--- config.mk ---
export PLATFORM = sky130hd
export DESIGN_NAME = remote_image_upgrade
export DESIGN_NICKNAME = d
export VERILOG_FILES = /design/src/verilog/watchdog_counter.v /design/src/verilog/upgrade_shift_path.v /design/src/verilog/remote_image_upgrade.v
export VERILOG_INCLUDE_DIRS = /design/src /design/src/shared
export SDC_FILE = /design/constraint.sdc
export NUM_CORES = 1
export LEC_CHECK = 0
export CAP_MARGIN = 20
export CORE_UTILIZATION = 40
export CTS_CLUSTER_DIAMETER = 100
export DETAILED_ROUTE_END_ITERATION = 16
export DONT_BUFFER_PORTS = 1
export GPL_TIMING_DRIVEN = 1
export MAX_ROUTING_LAYER = met4
export PLACE_DENSITY_LB_ADDON = 0.12
export SYNTH_ARGS = -nofsm -noshare
export SYNTH_HDL_FRONTEND = slang
export SYNTH_SLANG_ARGS = --single-unit
export TNS_END_PERCENT = 5
--- constraint.sdc ---
create_clock -name clk_i -period 2.5 [get_ports clk_i]
set_input_delay 0.25 -clock clk_i [delete_from_list [all_inputs] [get_ports clk_i]]
set_output_delay 0.25 -clock clk_i [all_outputs]
set_load 0.01 [all_outputs]
--- src/shared/remote_image_upgrade_regs.vh ---
`ifndef REMOTE_IMAGE_UPGRADE_REGS_VH
`define REMOTE_IMAGE_UPGRADE_REGS_VH
// ****************************************************************
// Register offsets (plain port bus, word addressed)
// ****************************************************************
`define RIU_ADDR_W 4
`define RIU_OFS_CTRL 4'h0
`define RIU_OFS_UPDATE 4'h1
`define RIU_OFS_STATUS 4'h2
`define RIU_OFS_BOOT 4'h3
`define RIU_OFS_CMD 4'h4
`define RIU_OFS_FACTORY 4'h5
`define RIU_OFS_SHIFT 4'h6
// ****************************************************************
// Field layouts
// ****************************************************************
`define RIU_ADDR_FIELD_W 22
`define RIU_WD_FIELD_W 12
`define RIU_CTRL_WD_EN_BIT 22
`define RIU_CTRL_WD_LSB 23
`define RIU_CMD_RECONFIG_BIT 0
`define RIU_CMD_WD_RESTART_BIT 1
`define RIU_CMD_CAPTURE_BIT 2
`define RIU_CMD_UPDATE_BIT 3
`define RIU_ST_PIN_BIT 0
`define RIU_ST_CRC_BIT 1
`define RIU_ST_WD_BIT 2
`define RIU_ST_RESET_BIT 3
`define RIU_ST_APP_BIT 4
`define RIU_ST_BUSY_BIT 5
// ****************************************************************
// Reset values and fixed patterns
// ****************************************************************
`define RIU_SERIAL_FACTORY_ADDR 24'h000000
`define RIU_PARALLEL_FACTORY_ADDR 24'h010000
`define RIU_WD_LOW_PATTERN 17'h00008
`define RIU_WD_COUNT_W 29
// ****************************************************************
// Timing
// ****************************************************************
`define RIU_CLK_MHZ 20
`define RIU_LOAD_TIME_US 10
`define RIU_LOAD_CYCLES (`RIU_LOAD_TIME_US * `RIU_CLK_MHZ)
`endif

--- src/verilog/watchdog_counter.v ---
`include "remote_image_upgrade_regs.vh"
module watchdog_counter #(
  parameter CW = `RIU_WD_COUNT_W
) (
  // Clock and control
  input wire clk_i,
  input wire rst_i,
  input wire ce_i,
  // Watchdog control
  input wire run_i,
  input wire restart_i,
  input wire [`RIU_WD_FIELD_W-1:0] timeout_i,
  // Expiry pulse
  output reg expired_o
);
  reg [CW-1:0] count_q;
  always @(posedge clk_i) begin
    if (rst_i) begin
      count_q <= {CW{1'b0}};
      expired_o <= 1'b0;
    end else if (ce_i) begin
      expired_o <= 1'b0;
      if (!run_i || restart_i) begin
        count_q <= {timeout_i, `RIU_WD_LOW_PATTERN}; // see (RULE17)
      end else if (count_q == {CW{1'b0}}) begin
        expired_o <= 1'b1; // see (RULE13)
        count_q <= {timeout_i, `RIU_WD_LOW_PATTERN};
      end else begin
        count_q <= count_q - {{(CW-1){1'b0}}, 1'b1};
      end
    end
  end
endmodule // watchdog_counter

--- src/verilog/upgrade_shift_path.v ---
`include "remote_image_upgrade_regs.vh"
module upgrade_shift_path #(
  parameter W = 32
) (
  // Clock and control
  input wire clk_i,
  input wire rst_i,
  input wire ce_i,
  // Shift register access
  input wire capture_i,
  input wire [W-1:0] capture_data_i,
  input wire load_i,
  input wire [W-1:0] load_data_i,
  input wire write_allowed_i,
  input wire update_i,
  // Results
  output reg [W-1:0] shift_o,
  output reg [W-1:0] update_o
);
  // The shift path follows the upgrade_shift_clock; here it is one domain.
  always @(posedge clk_i) begin
    if (rst_i) begin
      shift_o <= {W{1'b0}};
      update_o <= {W{1'b0}};
    end else if (ce_i) begin
      if (capture_i) begin
        shift_o <= capture_data_i;
      end else if (load_i && write_allowed_i) begin
        shift_o <= load_data_i; // see (RULE19)
      end
      if (update_i && write_allowed_i) begin
        update_o <= shift_o; // see (RULE19)
      end
    end
  end
endmodule // upgrade_shift_path

--- src/verilog/remote_image_upgrade.v ---
`include "remote_image_upgrade_regs.vh"
// How it works
// (RULE1) Serial scheme boots factory from zero.
// (RULE2) Parallel scheme boots factory at 0x010000.
// (RULE3) JTAG instruction replaces parallel factory address.
// (RULE4) Parallel factory address counts 16-bit words.
// (RULE5) Every reconfiguration cause writes status register.
// (RULE6) Errors reload factory image automatically.
// (RULE7) Factory logic writes address, watchdog enable, timeout.
// (RULE8) Factory reads cause, picks image, triggers.
// (RULE9) Clean application load enters user mode.
// (RULE10) Application stores update then reloads factory.
// (RULE11) Healthy application restarts watchdog periodically.
// (RULE12) Application may start on any sector.
// (RULE13) Watchdog expiry is a reconfiguration cause.
// (RULE14) Standard mode keeps upgrade circuitry disabled.
// (RULE15) Security variant allows serial scheme only.
// (RULE16) Boot address is field plus two zeros.
// (RULE17) Watchdog count is field plus 17'b1000.
// (RULE18) Registers on oscillator, shift on user clock; here both run on clk_i.
// (RULE19) Update writes only while factory runs.
// (RULE20) Status holds one flag per cause.
// (RULE21) Fabric reset request reconfigures from control address.
module remote_image_upgrade #(
  parameter SECURE_VARIANT = 0,
  parameter LOAD_CYCLES = `RIU_LOAD_CYCLES
) (
  // Clock and reset
  input wire clk_i,
  input wire rst_i,
  input wire ce_i,
  // Straps
  input wire upgrade_enable_i,
  input wire parallel_scheme_i,
  // Register port
  input wire [`RIU_ADDR_W-1:0] addr_i,
  input wire [31:0] wdata_i,
  input wire wr_i,
  input wire rd_i,
  output reg [31:0] rdata_o,
  // Reconfiguration causes and JTAG factory address
  input wire config_status_pin_low_i,
  input wire crc_error_i,
  input wire config_reset_request_i,
  input wire factory_address_jtag_instruction_i,
  input wire [23:0] jtag_factory_addr_i,
  // Configuration memory loader
  input wire load_error_i,
  output reg [23:0] boot_addr_o,
  output reg load_start_o,
  output reg user_mode_o,
  output reg factory_running_o
);
  // ****************************************************************
  // States
  // ****************************************************************
  localparam S_IDLE = 4'b0001;
  localparam S_LOAD = 4'b0010;
  localparam S_USER = 4'b0100;
  localparam S_OFF = 4'b1000;
  localparam CNT_W = 16;
  localparam [CNT_W-1:0] LOAD_LAST = LOAD_CYCLES - 1;

  function is_wr;
    input [`RIU_ADDR_W-1:0] a;
    input [`RIU_ADDR_W-1:0] ofs;
    begin
      is_wr = wr_i && (a == ofs);
    end
  endfunction

  reg [3:0] state_q;
  reg [CNT_W-1:0] cnt_q;
  reg [31:0] ctrl_q;
  reg [5:0] status_q;
  reg [23:0] factory_addr_q;
  reg app_q;
  reg target_app_q;
  reg reset_req_q;
  reg wd_restart_q;
  wire wd_expired;
  wire [31:0] shift_val;
  wire [31:0] update_val;
  wire enabled;
  wire scheme_ok;
  wire [3:0] cause;
  wire any_cause;
  wire reset_rise;

  // A security variant refuses the parallel scheme outright.
  assign scheme_ok = !(SECURE_VARIANT != 0 && parallel_scheme_i); // see (RULE15)
  assign enabled = upgrade_enable_i && scheme_ok; // see (RULE14)
  assign reset_rise = config_reset_request_i && !reset_req_q;
  assign cause = {reset_rise, wd_expired, crc_error_i, config_status_pin_low_i};
  assign any_cause = |cause && (state_q == S_USER || state_q == S_LOAD);

  // ****************************************************************
  // Sub blocks
  // ****************************************************************
  watchdog_counter #(.CW(`RIU_WD_COUNT_W)) u_wd (
    .clk_i(clk_i),
    .rst_i(rst_i),
    .ce_i(ce_i),
    .run_i(state_q == S_USER && app_q && ctrl_q[`RIU_CTRL_WD_EN_BIT]),
    .restart_i(wd_restart_q), // see (RULE11)
    .timeout_i({3'b000, ctrl_q[31:`RIU_CTRL_WD_LSB]}),
    .expired_o(wd_expired)
  );

  upgrade_shift_path #(.W(32)) u_shift (
    .clk_i(clk_i), // see (RULE18)
    .rst_i(rst_i),
    .ce_i(ce_i),
    .capture_i(is_wr(addr_i, `RIU_OFS_CMD) && wdata_i[`RIU_CMD_CAPTURE_BIT]),
    .capture_data_i(app_q ? ctrl_q : update_val),
    .load_i(is_wr(addr_i, `RIU_OFS_SHIFT)),
    .load_data_i(wdata_i),
    .write_allowed_i(enabled && !app_q && state_q == S_USER), // see (RULE19)
    .update_i(is_wr(addr_i, `RIU_OFS_CMD) && wdata_i[`RIU_CMD_UPDATE_BIT]),
    .shift_o(shift_val),
    .update_o(update_val)
  );

  // ****************************************************************
  // Sequencer
  // ****************************************************************
  always @(posedge clk_i) begin
    if (rst_i) begin
      state_q <= S_IDLE;
      cnt_q <= {CNT_W{1'b0}};
      ctrl_q <= 32'h00000000;
      status_q <= 6'h00;
      factory_addr_q <= `RIU_PARALLEL_FACTORY_ADDR;
      app_q <= 1'b0;
      target_app_q <= 1'b0;
      reset_req_q <= 1'b0;
      wd_restart_q <= 1'b0;
      boot_addr_o <= 24'h000000;
      load_start_o <= 1'b0;
      user_mode_o <= 1'b0;
      factory_running_o <= 1'b0;
      rdata_o <= 32'h00000000;
    end else if (ce_i) begin
      load_start_o <= 1'b0;
      reset_req_q <= config_reset_request_i;
      wd_restart_q <= is_wr(addr_i, `RIU_OFS_CMD) && wdata_i[`RIU_CMD_WD_RESTART_BIT];
      if (factory_address_jtag_instruction_i && parallel_scheme_i) begin
        factory_addr_q <= jtag_factory_addr_i; // see (RULE3) (RULE4)
      end
      // Factory logic programs the next image; application sees it read-only.
      if (is_wr(addr_i, `RIU_OFS_CTRL) && !app_q && state_q == S_USER) begin
        ctrl_q <= wdata_i; // see (RULE7)
      end
      case (state_q)
        S_IDLE: begin
          if (!enabled) begin
            state_q <= S_OFF; // see (RULE14)
          end else begin
            // Power-up: factory image, serial at zero, parallel at default.
            boot_addr_o <= parallel_scheme_i ? factory_addr_q
                                             : `RIU_SERIAL_FACTORY_ADDR; // see (RULE1) (RULE2)
            target_app_q <= 1'b0;
            load_start_o <= 1'b1;
            cnt_q <= {CNT_W{1'b0}};
            state_q <= S_LOAD;
          end
        end
        S_LOAD: begin
          if (load_error_i || any_cause) begin
            status_q[3:0] <= cause | {3'b000, load_error_i}; // see (RULE5) (RULE20)
            boot_addr_o <= parallel_scheme_i ? factory_addr_q
                                             : `RIU_SERIAL_FACTORY_ADDR; // see (RULE6)
            target_app_q <= 1'b0;
            load_start_o <= 1'b1;
            cnt_q <= {CNT_W{1'b0}};
          end else if (cnt_q == LOAD_LAST) begin
            app_q <= target_app_q;
            user_mode_o <= 1'b1; // see (RULE9)
            factory_running_o <= !target_app_q;
            state_q <= S_USER;
          end else begin
            cnt_q <= cnt_q + {{(CNT_W-1){1'b0}}, 1'b1};
          end
        end
        S_USER: begin
          if (any_cause) begin
            status_q[3:0] <= cause; // see (RULE5) (RULE20)
            status_q[`RIU_ST_APP_BIT] <= app_q;
            user_mode_o <= 1'b0;
            factory_running_o <= 1'b0;
            cnt_q <= {CNT_W{1'b0}};
            load_start_o <= 1'b1;
            state_q <= S_LOAD;
            if (reset_rise && !app_q) begin
              // Factory trigger: update contents move to control.
              ctrl_q <= update_val;
              boot_addr_o <= {update_val[`RIU_ADDR_FIELD_W-1:0], 2'b00}; // see (RULE16) (RULE21)
              target_app_q <= 1'b1; // see (RULE12)
            end else begin
              boot_addr_o <= parallel_scheme_i ? factory_addr_q
                                               : `RIU_SERIAL_FACTORY_ADDR; // see (RULE6) (RULE10)
              target_app_q <= 1'b0;
            end
          end
        end
        S_OFF: begin
          user_mode_o <= 1'b0;
        end
        default: begin
          state_q <= S_IDLE;
        end
      endcase
      status_q[`RIU_ST_BUSY_BIT] <= (state_q == S_LOAD);
      if (rd_i) begin
        case (addr_i)
          `RIU_OFS_CTRL: rdata_o <= ctrl_q;
          `RIU_OFS_UPDATE: rdata_o <= update_val;
          `RIU_OFS_STATUS: rdata_o <= {26'h0000000, status_q}; // see (RULE8)
          `RIU_OFS_BOOT: rdata_o <= {8'h00, boot_addr_o};
          `RIU_OFS_FACTORY: rdata_o <= {8'h00, factory_addr_q};
          `RIU_OFS_SHIFT: rdata_o <= shift_val;
          default: rdata_o <= 32'h00000000;
        endcase
      end else begin
        rdata_o <= 32'h00000000;
      end
    end
  end
endmodule // remote_image_upgrade

Word-level counts from Yosys, hierarchy flattened

Index checks and enable logic that the tools add are counted.

Output and inout bits: 59
Flip-flop bits (word level): 239
Input port bits: 72
Logic and storage cells: 133

Reductions and logical operators: 43
Eq/ne operators: 17
Muxes and demuxes: 48
Bitwise gates (word level): 3
Add/subtract/negate cells: 2

Operators by type and width:

| cell                  | count |
|---|---|
| $mux 32               | 8 |
| $pmux 32 s6           | 1 |
| $mux 24               | 5 |
| $pmux 24 s3           | 1 |
| $mux 16               | 4 |
| $mux 29               | 2 |
| $pmux 16 s3           | 1 |
| $logic_not 29->1      | 1 |
| $sub 29x1->29 const B | 1 |
| $reduce_and 5->1      | 5 |
| $mux 4                | 6 |
| $logic_and 1x1->1     | 18 |
| $add 16x1->16 const B | 1 |
| $eq 16x8->1 const B   | 1 |
| $eq 4x3->1 const B    | 4 |
| $pmux 4 s4            | 1 |
| $mux 1                | 14 |
| $eq 4x2->1 const B    | 3 |
| $pmux 1 s3            | 3 |
| $eq 4x1->1 const B    | 2 |
| $pmux 4 s2            | 1 |
| $reduce_and 4->1      | 2 |
| $ne 2x2->1 const B    | 3 |
| $reduce_and 2->1      | 3 |
| 13 further kinds      | 22 |

Logic depth before layout (Yosys ltp)

Word-level depth: 8
Gate-level depth with buffers: 8
Depth with buffers taken out: 7

By module

Synthesis repeated with hierarchy kept, for this count alone.

Cells, all modules: 1382
Area total of the unflattened synthesis: 11745.0 µm²

By module, submodules not included:

| module               | seq. area each (µm²) | cells an instance | times used | area an instance (µm²) |
|---|---|---|---|---|
| remote_image_upgrade | 2902.8               | 884               | 1          | 7231.9 |
| upgrade_shift_path   | 1281.2               | 289               | 1          | 2743.9 |
| watchdog_counter     | 600.6                | 209               | 1          | 1769.2 |

Least setup slack after synthesis

OpenSTA, ideal clock, no wires.

Path kind: register to register
From: register u_wd.count_q[19]
To: register u_wd.count_q[9]
Path buffers: 1
Cell stages (with the launch flop): 7
Library setup time: 0.115 ns
Data required time: 2.385 ns
Path slack: 0.479 ns
Period minus slack after synthesis: 2.021 ns
Arrival: 1.906 ns
Cell sequence: dfxtp_1 or4_4 nor4_4 nand4_1 o211ai_2 buf_4 nor2_1

Cells in the longest elaborated chain, start to end: 3

Ends and longest elaborated chain:

| item                     | line                  | text |
|---|---|---|
| start: declaration       | watchdog_counter.v:16 | `reg [CW-1:0] count_q;` |
| start signal: assignment | watchdog_counter.v:19 | `count_q <= {CW{1'b0}};` |
| start signal: assignment | watchdog_counter.v:24 | `` count_q <= {timeout_i, `RIU_WD_LOW_PATTERN}; `` |
| start signal: assignment | watchdog_counter.v:27 | `` count_q <= {timeout_i, `RIU_WD_LOW_PATTERN}; `` |
| $logic_not 29->1         | watchdog_counter.v:25 | `end else if (count_q == {CW{1'b0}}) begin` |
| $mux 29                  | watchdog_counter.v:25 |  |
| $mux 29                  | watchdog_counter.v:23 | `if (!run_i \|\| restart_i) begin` |

No other way between the ends.
A chain may end at the register's enable or synchronous reset.

Final worst setup path

From: register state_q[3]
To: register load_start_o

Cells in the longest elaborated chain, start to end: 6
Elaborated cells between the ends (all ways): 9
Classes of those cells: eq/ne (3); mux (3); reduce/logical (3)

Ends and longest elaborated chain:

| item                                            | line                                                  | text |
|---|---|---|
| start: declaration                              | remote_image_upgrade.v:72                             | `reg [3:0] state_q;` |
| start signal: assignment                        | remote_image_upgrade.v:129                            | `state_q <= S_IDLE;` |
| start signal: assignment                        | remote_image_upgrade.v:157                            | `state_q <= S_OFF;` |
| start signal: assignment                        | remote_image_upgrade.v:165                            | `state_q <= S_LOAD;` |
| $eq 4x3->1 / $eq 4x2->1 (equally long branches) | remote_image_upgrade.v:95, remote_image_upgrade.v:154 |  |
| $logic_or 1x1->1                                | remote_image_upgrade.v:95                             | `assign any_cause = \|cause && (state_q == S_USER \|\| state_q == S_LOAD);` |
| $logic_and 1x1->1                               | remote_image_upgrade.v:95                             |  |
| $logic_or 1x1->1                                | remote_image_upgrade.v:169                            | `if (load_error_i \|\| any_cause) begin` |
| $mux 1                                          | remote_image_upgrade.v:169                            |  |
| $pmux 1 s3 *                                    | remote_image_upgrade.v:154                            | `case (state_q)` |
| end signal: assignment                          | remote_image_upgrade.v:163                            | `load_start_o <= 1'b1;` |
| end signal: assignment                          | remote_image_upgrade.v:174                            | `load_start_o <= 1'b1;` |
| end signal: assignment                          | remote_image_upgrade.v:192                            | `load_start_o <= 1'b1;` |
| end: declaration                                | remote_image_upgrade.v:50                             | `output reg load_start_o,` |

Every way passes the cells marked *; elsewhere a longest branch is shown, timed or not.

==> flow_metrics.env <==
export IMPL_synth_cell_type_count=73
export IMPL_postRouteWirelength_um=39600
export IMPL_status="finished with violations"
export IMPL_antenna_violations_before_repair=0
export IMPL_power_clock_fraction_pct=45.8
export IMPL_flow_area_growth_from_synthesis_pct=19.8
export IMPL_grt_util_met1_pct=37.8
export IMPL_post_synth_top_count_cell="sky130_fd_sc_hd__dfxtp_1"
export IMPL_placeableCoreArea_sq_mm=0.0279
export IMPL_finalHoldWorstSlack_ns=-0.140
export IMPL_post_place_cells=1717
export IMPL_switching_power_mw=2.15
export IMPL_die_w_um=171
export IMPL_total_of_hold_buffers_inserted_after_clock_tree_synthesis=86
export IMPL_synthesis_instances=1415
export IMPL_worst_slew_pin_slew_ns=0.764
export IMPL_number_of_detailed_route_iterations_in_the_first_pass=8
export IMPL_synth_warning_count=0
export IMPL_first_global_vias=10600
export IMPL_drv_cap=0
export IMPL_post_route_cells_drive_above_1_share_pct=9.08
export IMPL_number_of_max_slew_violations_in_the_final_report=0
export IMPL_die_height_um=171
export IMPL_synth_largest_type_area_fraction_pct=41.8
export IMPL_grt_met2_usage_pct=41.4
export IMPL_global_route_usage_total_pct=27.5
export IMPL_nets=1530
export IMPL_tritoncts_clock_tree="built"
export IMPL_post_route_cell_area_sq_mm=0.0137
export IMPL_post_route_min_period_ns=2.38
export IMPL_power_share_switching_pct=24.8
export IMPL_wire_per_inst_um=21.4
export IMPL_remaining_number_of_nets_flagged_by_the_antenna_check_after_routing=0
export IMPL_tns_ns=0
export IMPL_port_buffers=0
export IMPL_critPathLaunchType="register"
export IMPL_setup_violations=0
export IMPL_worst_path_setup_slack_after_routing_ns=0.117
export IMPL_tritoncts_num_sinks=239
export IMPL_post_dp_hpwl_um=23700
export IMPL_syn_area_cell_sq_um=8.09
export IMPL_share_seq_of_total_power_pct=46.0
export IMPL_root_buffer="sky130_fd_sc_hd__clkbuf_16"
export IMPL_min_path_type="primary input to register"
export IMPL_vias_per_cell=6.07
export IMPL_max_freq_mhz=420
export IMPL_dpl_worst_slack_ns=0.273
export IMPL_placed_area_sq_mm=0.0120
export IMPL_grt_first_pass_wirelength_um=61400
export IMPL_antenna_cells_inserted=0
export IMPL_grt_overflow_total=0
export IMPL_dieArea_sq_mm=0.0293
export IMPL_final_critical_path_share_of_the_clock_period_pct=95.3
export IMPL_initial_standard_cell_utilization_of_the_core_pct=41.0
export IMPL_grt_max_degree=203
export IMPL_p_int_mw=6.52
export IMPL_arrival_ns=2.80
export IMPL_criticalPathCategory="register to register"
export IMPL_required_ns=2.92
export IMPL_synth_area_leaders="sky130_fd_sc_hd__dfxtp_1 42%, sky130_fd_sc_hd__a21oi_1 7.8%, sky130_fd_sc_hd__nand2_1 7.2%"
export IMPL_place_gp_congestion=0.842
export IMPL_grt_setup_unrepaired="no"
export IMPL_p_per_area_mw_per_mm2=632
export IMPL_numCtsBuffers=27
export IMPL_total_leakage_power_nw=4.48
export IMPL_grt_util_met3_pct=5.41
export IMPL_timing_critical_path_fanout_max=7
export IMPL_fillCellCount=2793
export IMPL_drc=0
export IMPL_netlist_area_sq_mm=0.0114
export IMPL_path_clk_slew_ns=0.06
export IMPL_routed_via_count=11300
export IMPL_htree_num_levels=1
export IMPL_ir_worst_vdd_mv=0.374
export IMPL_globalRoute_busiestLayer="met2"
export IMPL_cts_buffer_depth=3
export IMPL_report_final_hold_viol_count=104
export IMPL_ys_dominant_reg_cell="sky130_fd_sc_hd__dfxtp_1"
export IMPL_synth_enable_flop_cells=0
export IMPL_top_level_ports=131
export IMPL_power_mw=8.67
export IMPL_failing_checks="negative hold slack"
export IMPL_clock_insertion_delay_worst_skew_ns=0.54
export IMPL_timing_max_slew_rel_slack_pct=49.1
export IMPL_synth_seq_area_share_pct=41.8
export IMPL_async_set_or_reset_register_ratio_after_synthesis_pct=0
export IMPL_synth_fp_nets=1489
export IMPL_synth_top_cell_by_area="sky130_fd_sc_hd__dfxtp_1"
export IMPL_std_cell_rows=61
export IMPL_post_route_util_pct=49.1
export IMPL_comb_power_share_pct=8.2
export IMPL_first_iter_violations=1010
export IMPL_synth_cells_most_frequent="239 x sky130_fd_sc_hd__dfxtp_1, 220 x sky130_fd_sc_hd__nand2_1, 179 x sky130_fd_sc_hd__a21oi_1"
export IMPL_timing_clock_skew_ns=0.00790
export IMPL_final_cell_count_no_fill=1854
export IMPL_crit_end_category="register"
export IMPL_number_of_flip_flops_and_latches_in_the_synthesized_netlist=239
-- repair_timing --
action / CTS / global route
hold endpoints to repair: 221 / 135
buffers inserted: 0 / 2
endpoints found under the setup margin: 0 / 3
resized for setup: 0 / 2
-- flip-flops by register name (all words and copies together), names as in the netlist, 16 cells and up --
register and flops:
boot_addr_o 24, cnt_q 16, ctrl_q 32, factory_addr_q 24, rdata_o 32, u_shift.shift_o 32
u_shift.update_o 32, u_wd.count_q 29
-- final timing paths --
path | from | end | slack, ns | depth (start not counted)
hold / removal | rst_i | cnt_q[7] | -0.14 | 1
hold reg to reg | u_shift.shift_o[4] | u_shift.update_o[4] | 0.47 | 2
setup / recovery | state_q[3] | load_start_o | 0.12 | 8
setup reg to reg | state_q[3] | load_start_o | 0.12 | 8
-- area by class of cell --
type                            instances  area (sq um)  area share [%]
Inverter                               10          37.5           0.274
Tap cell                              378           473            3.45
Sequential cell                       239          4790            34.9
Clock buffer                           40           774            5.65
Multi-Input combinational cell       1035          6180            45.0
Timing Repair Buffer                  143          1370            9.98
Clock inverter                          9          97.6           0.711
-- routing by layer --
metal / vias to the layer above / share of wire (%)
met5: - / 0
met4: 0 / 1.6
met3: 57 / 7.9
met2: 423 / 45
met1: 5450 / 46
li1: 5321 / -
-- cells by family (layout without fill, tap and decap cells) --
kind of cell	Yosys count	after routing	share of synthesized area [%]
AND/OR/NAND/NOR	510	510	21.5
AO/OA/AOI/OAI	455	455	25.9
flip-flops	239	239	41.8
buffers and inverters	141	202	4.94
multiplexers	45	45	3.93
XOR/XNOR	23	23	1.76
adder cells (fa/ha/maj)	2	2	0.219
-- cell usage in the layout, fill, tap and decap left out, types with 5 or more instances in the layout --
| master | Yosys | final |
|---|---|---|
| sky130_fd_sc_hd__a31oi_1 | 11 | 11 |
| sky130_fd_sc_hd__nand4_1 | 13 | 13 |
| sky130_fd_sc_hd__xnor2_1 | 14 | 14 |
| sky130_fd_sc_hd__and3_1 | 7 | 7 |
| sky130_fd_sc_hd__clkbuf_16 | 0 | 27 |
| sky130_fd_sc_hd__dfxtp_1 | 239 | 236 |
| sky130_fd_sc_hd__nand2b_1 | 8 | 8 |
| sky130_fd_sc_hd__o31ai_1 | 9 | 9 |
| sky130_fd_sc_hd__clkbuf_1 | 103 | 8 |
| sky130_fd_sc_hd__buf_12 | 0 | 5 |
| sky130_fd_sc_hd__or4_1 | 11 | 11 |
| sky130_fd_sc_hd__nor4_1 | 6 | 6 |
| sky130_fd_sc_hd__a222oi_1 | 26 | 26 |
| sky130_fd_sc_hd__nand3_1 | 41 | 41 |
| sky130_fd_sc_hd__a21oi_1 | 179 | 179 |
| sky130_fd_sc_hd__buf_4 | 5 | 52 |
| sky130_fd_sc_hd__o21ai_0 | 64 | 64 |
| sky130_fd_sc_hd__or3_1 | 10 | 10 |
| sky130_fd_sc_hd__clkinv_2 | 0 | 6 |
| sky130_fd_sc_hd__a22oi_1 | 36 | 36 |
| sky130_fd_sc_hd__inv_1 | 9 | 9 |
| sky130_fd_sc_hd__xor2_1 | 9 | 9 |
| sky130_fd_sc_hd__o211ai_1 | 5 | 5 |
| sky130_fd_sc_hd__o22ai_1 | 20 | 20 |
| sky130_fd_sc_hd__mux2i_1 | 45 | 45 |
| sky130_fd_sc_hd__a311oi_1 | 32 | 32 |
| sky130_fd_sc_hd__nand2_1 | 220 | 220 |
| sky130_fd_sc_hd__o2111ai_1 | 32 | 32 |
| sky130_fd_sc_hd__nor3_1 | 22 | 22 |
| sky130_fd_sc_hd__dlygate4sd3_1 | 0 | 85 |
| sky130_fd_sc_hd__nor2_1 | 122 | 122 |
| sky130_fd_sc_hd__clkbuf_8 | 0 | 5 |
| sky130_fd_sc_hd__a211oi_1 | 16 | 16 |
-- power groups by stage --
| stage | registers, mW | logic (mW) | clock network [mW] |
|---|---|---|---|
| 3_3_place_gp | 4.07 | 0.618 | 0 |
| 6_report | 3.98 | 0.711 | 3.97 |
| 5_1_grt | 3.99 | 0.782 | 4.20 |
| 4_1_cts | 3.98 | 0.705 | 4.03 |
| 2_1_floorplan | 4.03 | 0.531 | 0 |
| 3_5_place_dp | 4.07 | 0.621 | 0 |
-- critical path, cell delays in order (launching register included) --
cell	delay, ns
sky130_fd_sc_hd__dfxtp_1	0.36
sky130_fd_sc_hd__buf_4	0.19
sky130_fd_sc_hd__nor4b_4	0.41
sky130_fd_sc_hd__buf_4	0.21
sky130_fd_sc_hd__a21oi_1	0.05
sky130_fd_sc_hd__o211a_2	0.33
sky130_fd_sc_hd__a21oi_1	0.13
sky130_fd_sc_hd__nor2_1	0.05
sky130_fd_sc_hd__dlygate4sd3_1	0.54
Note: power is estimated with default switching activity, not from simulation.
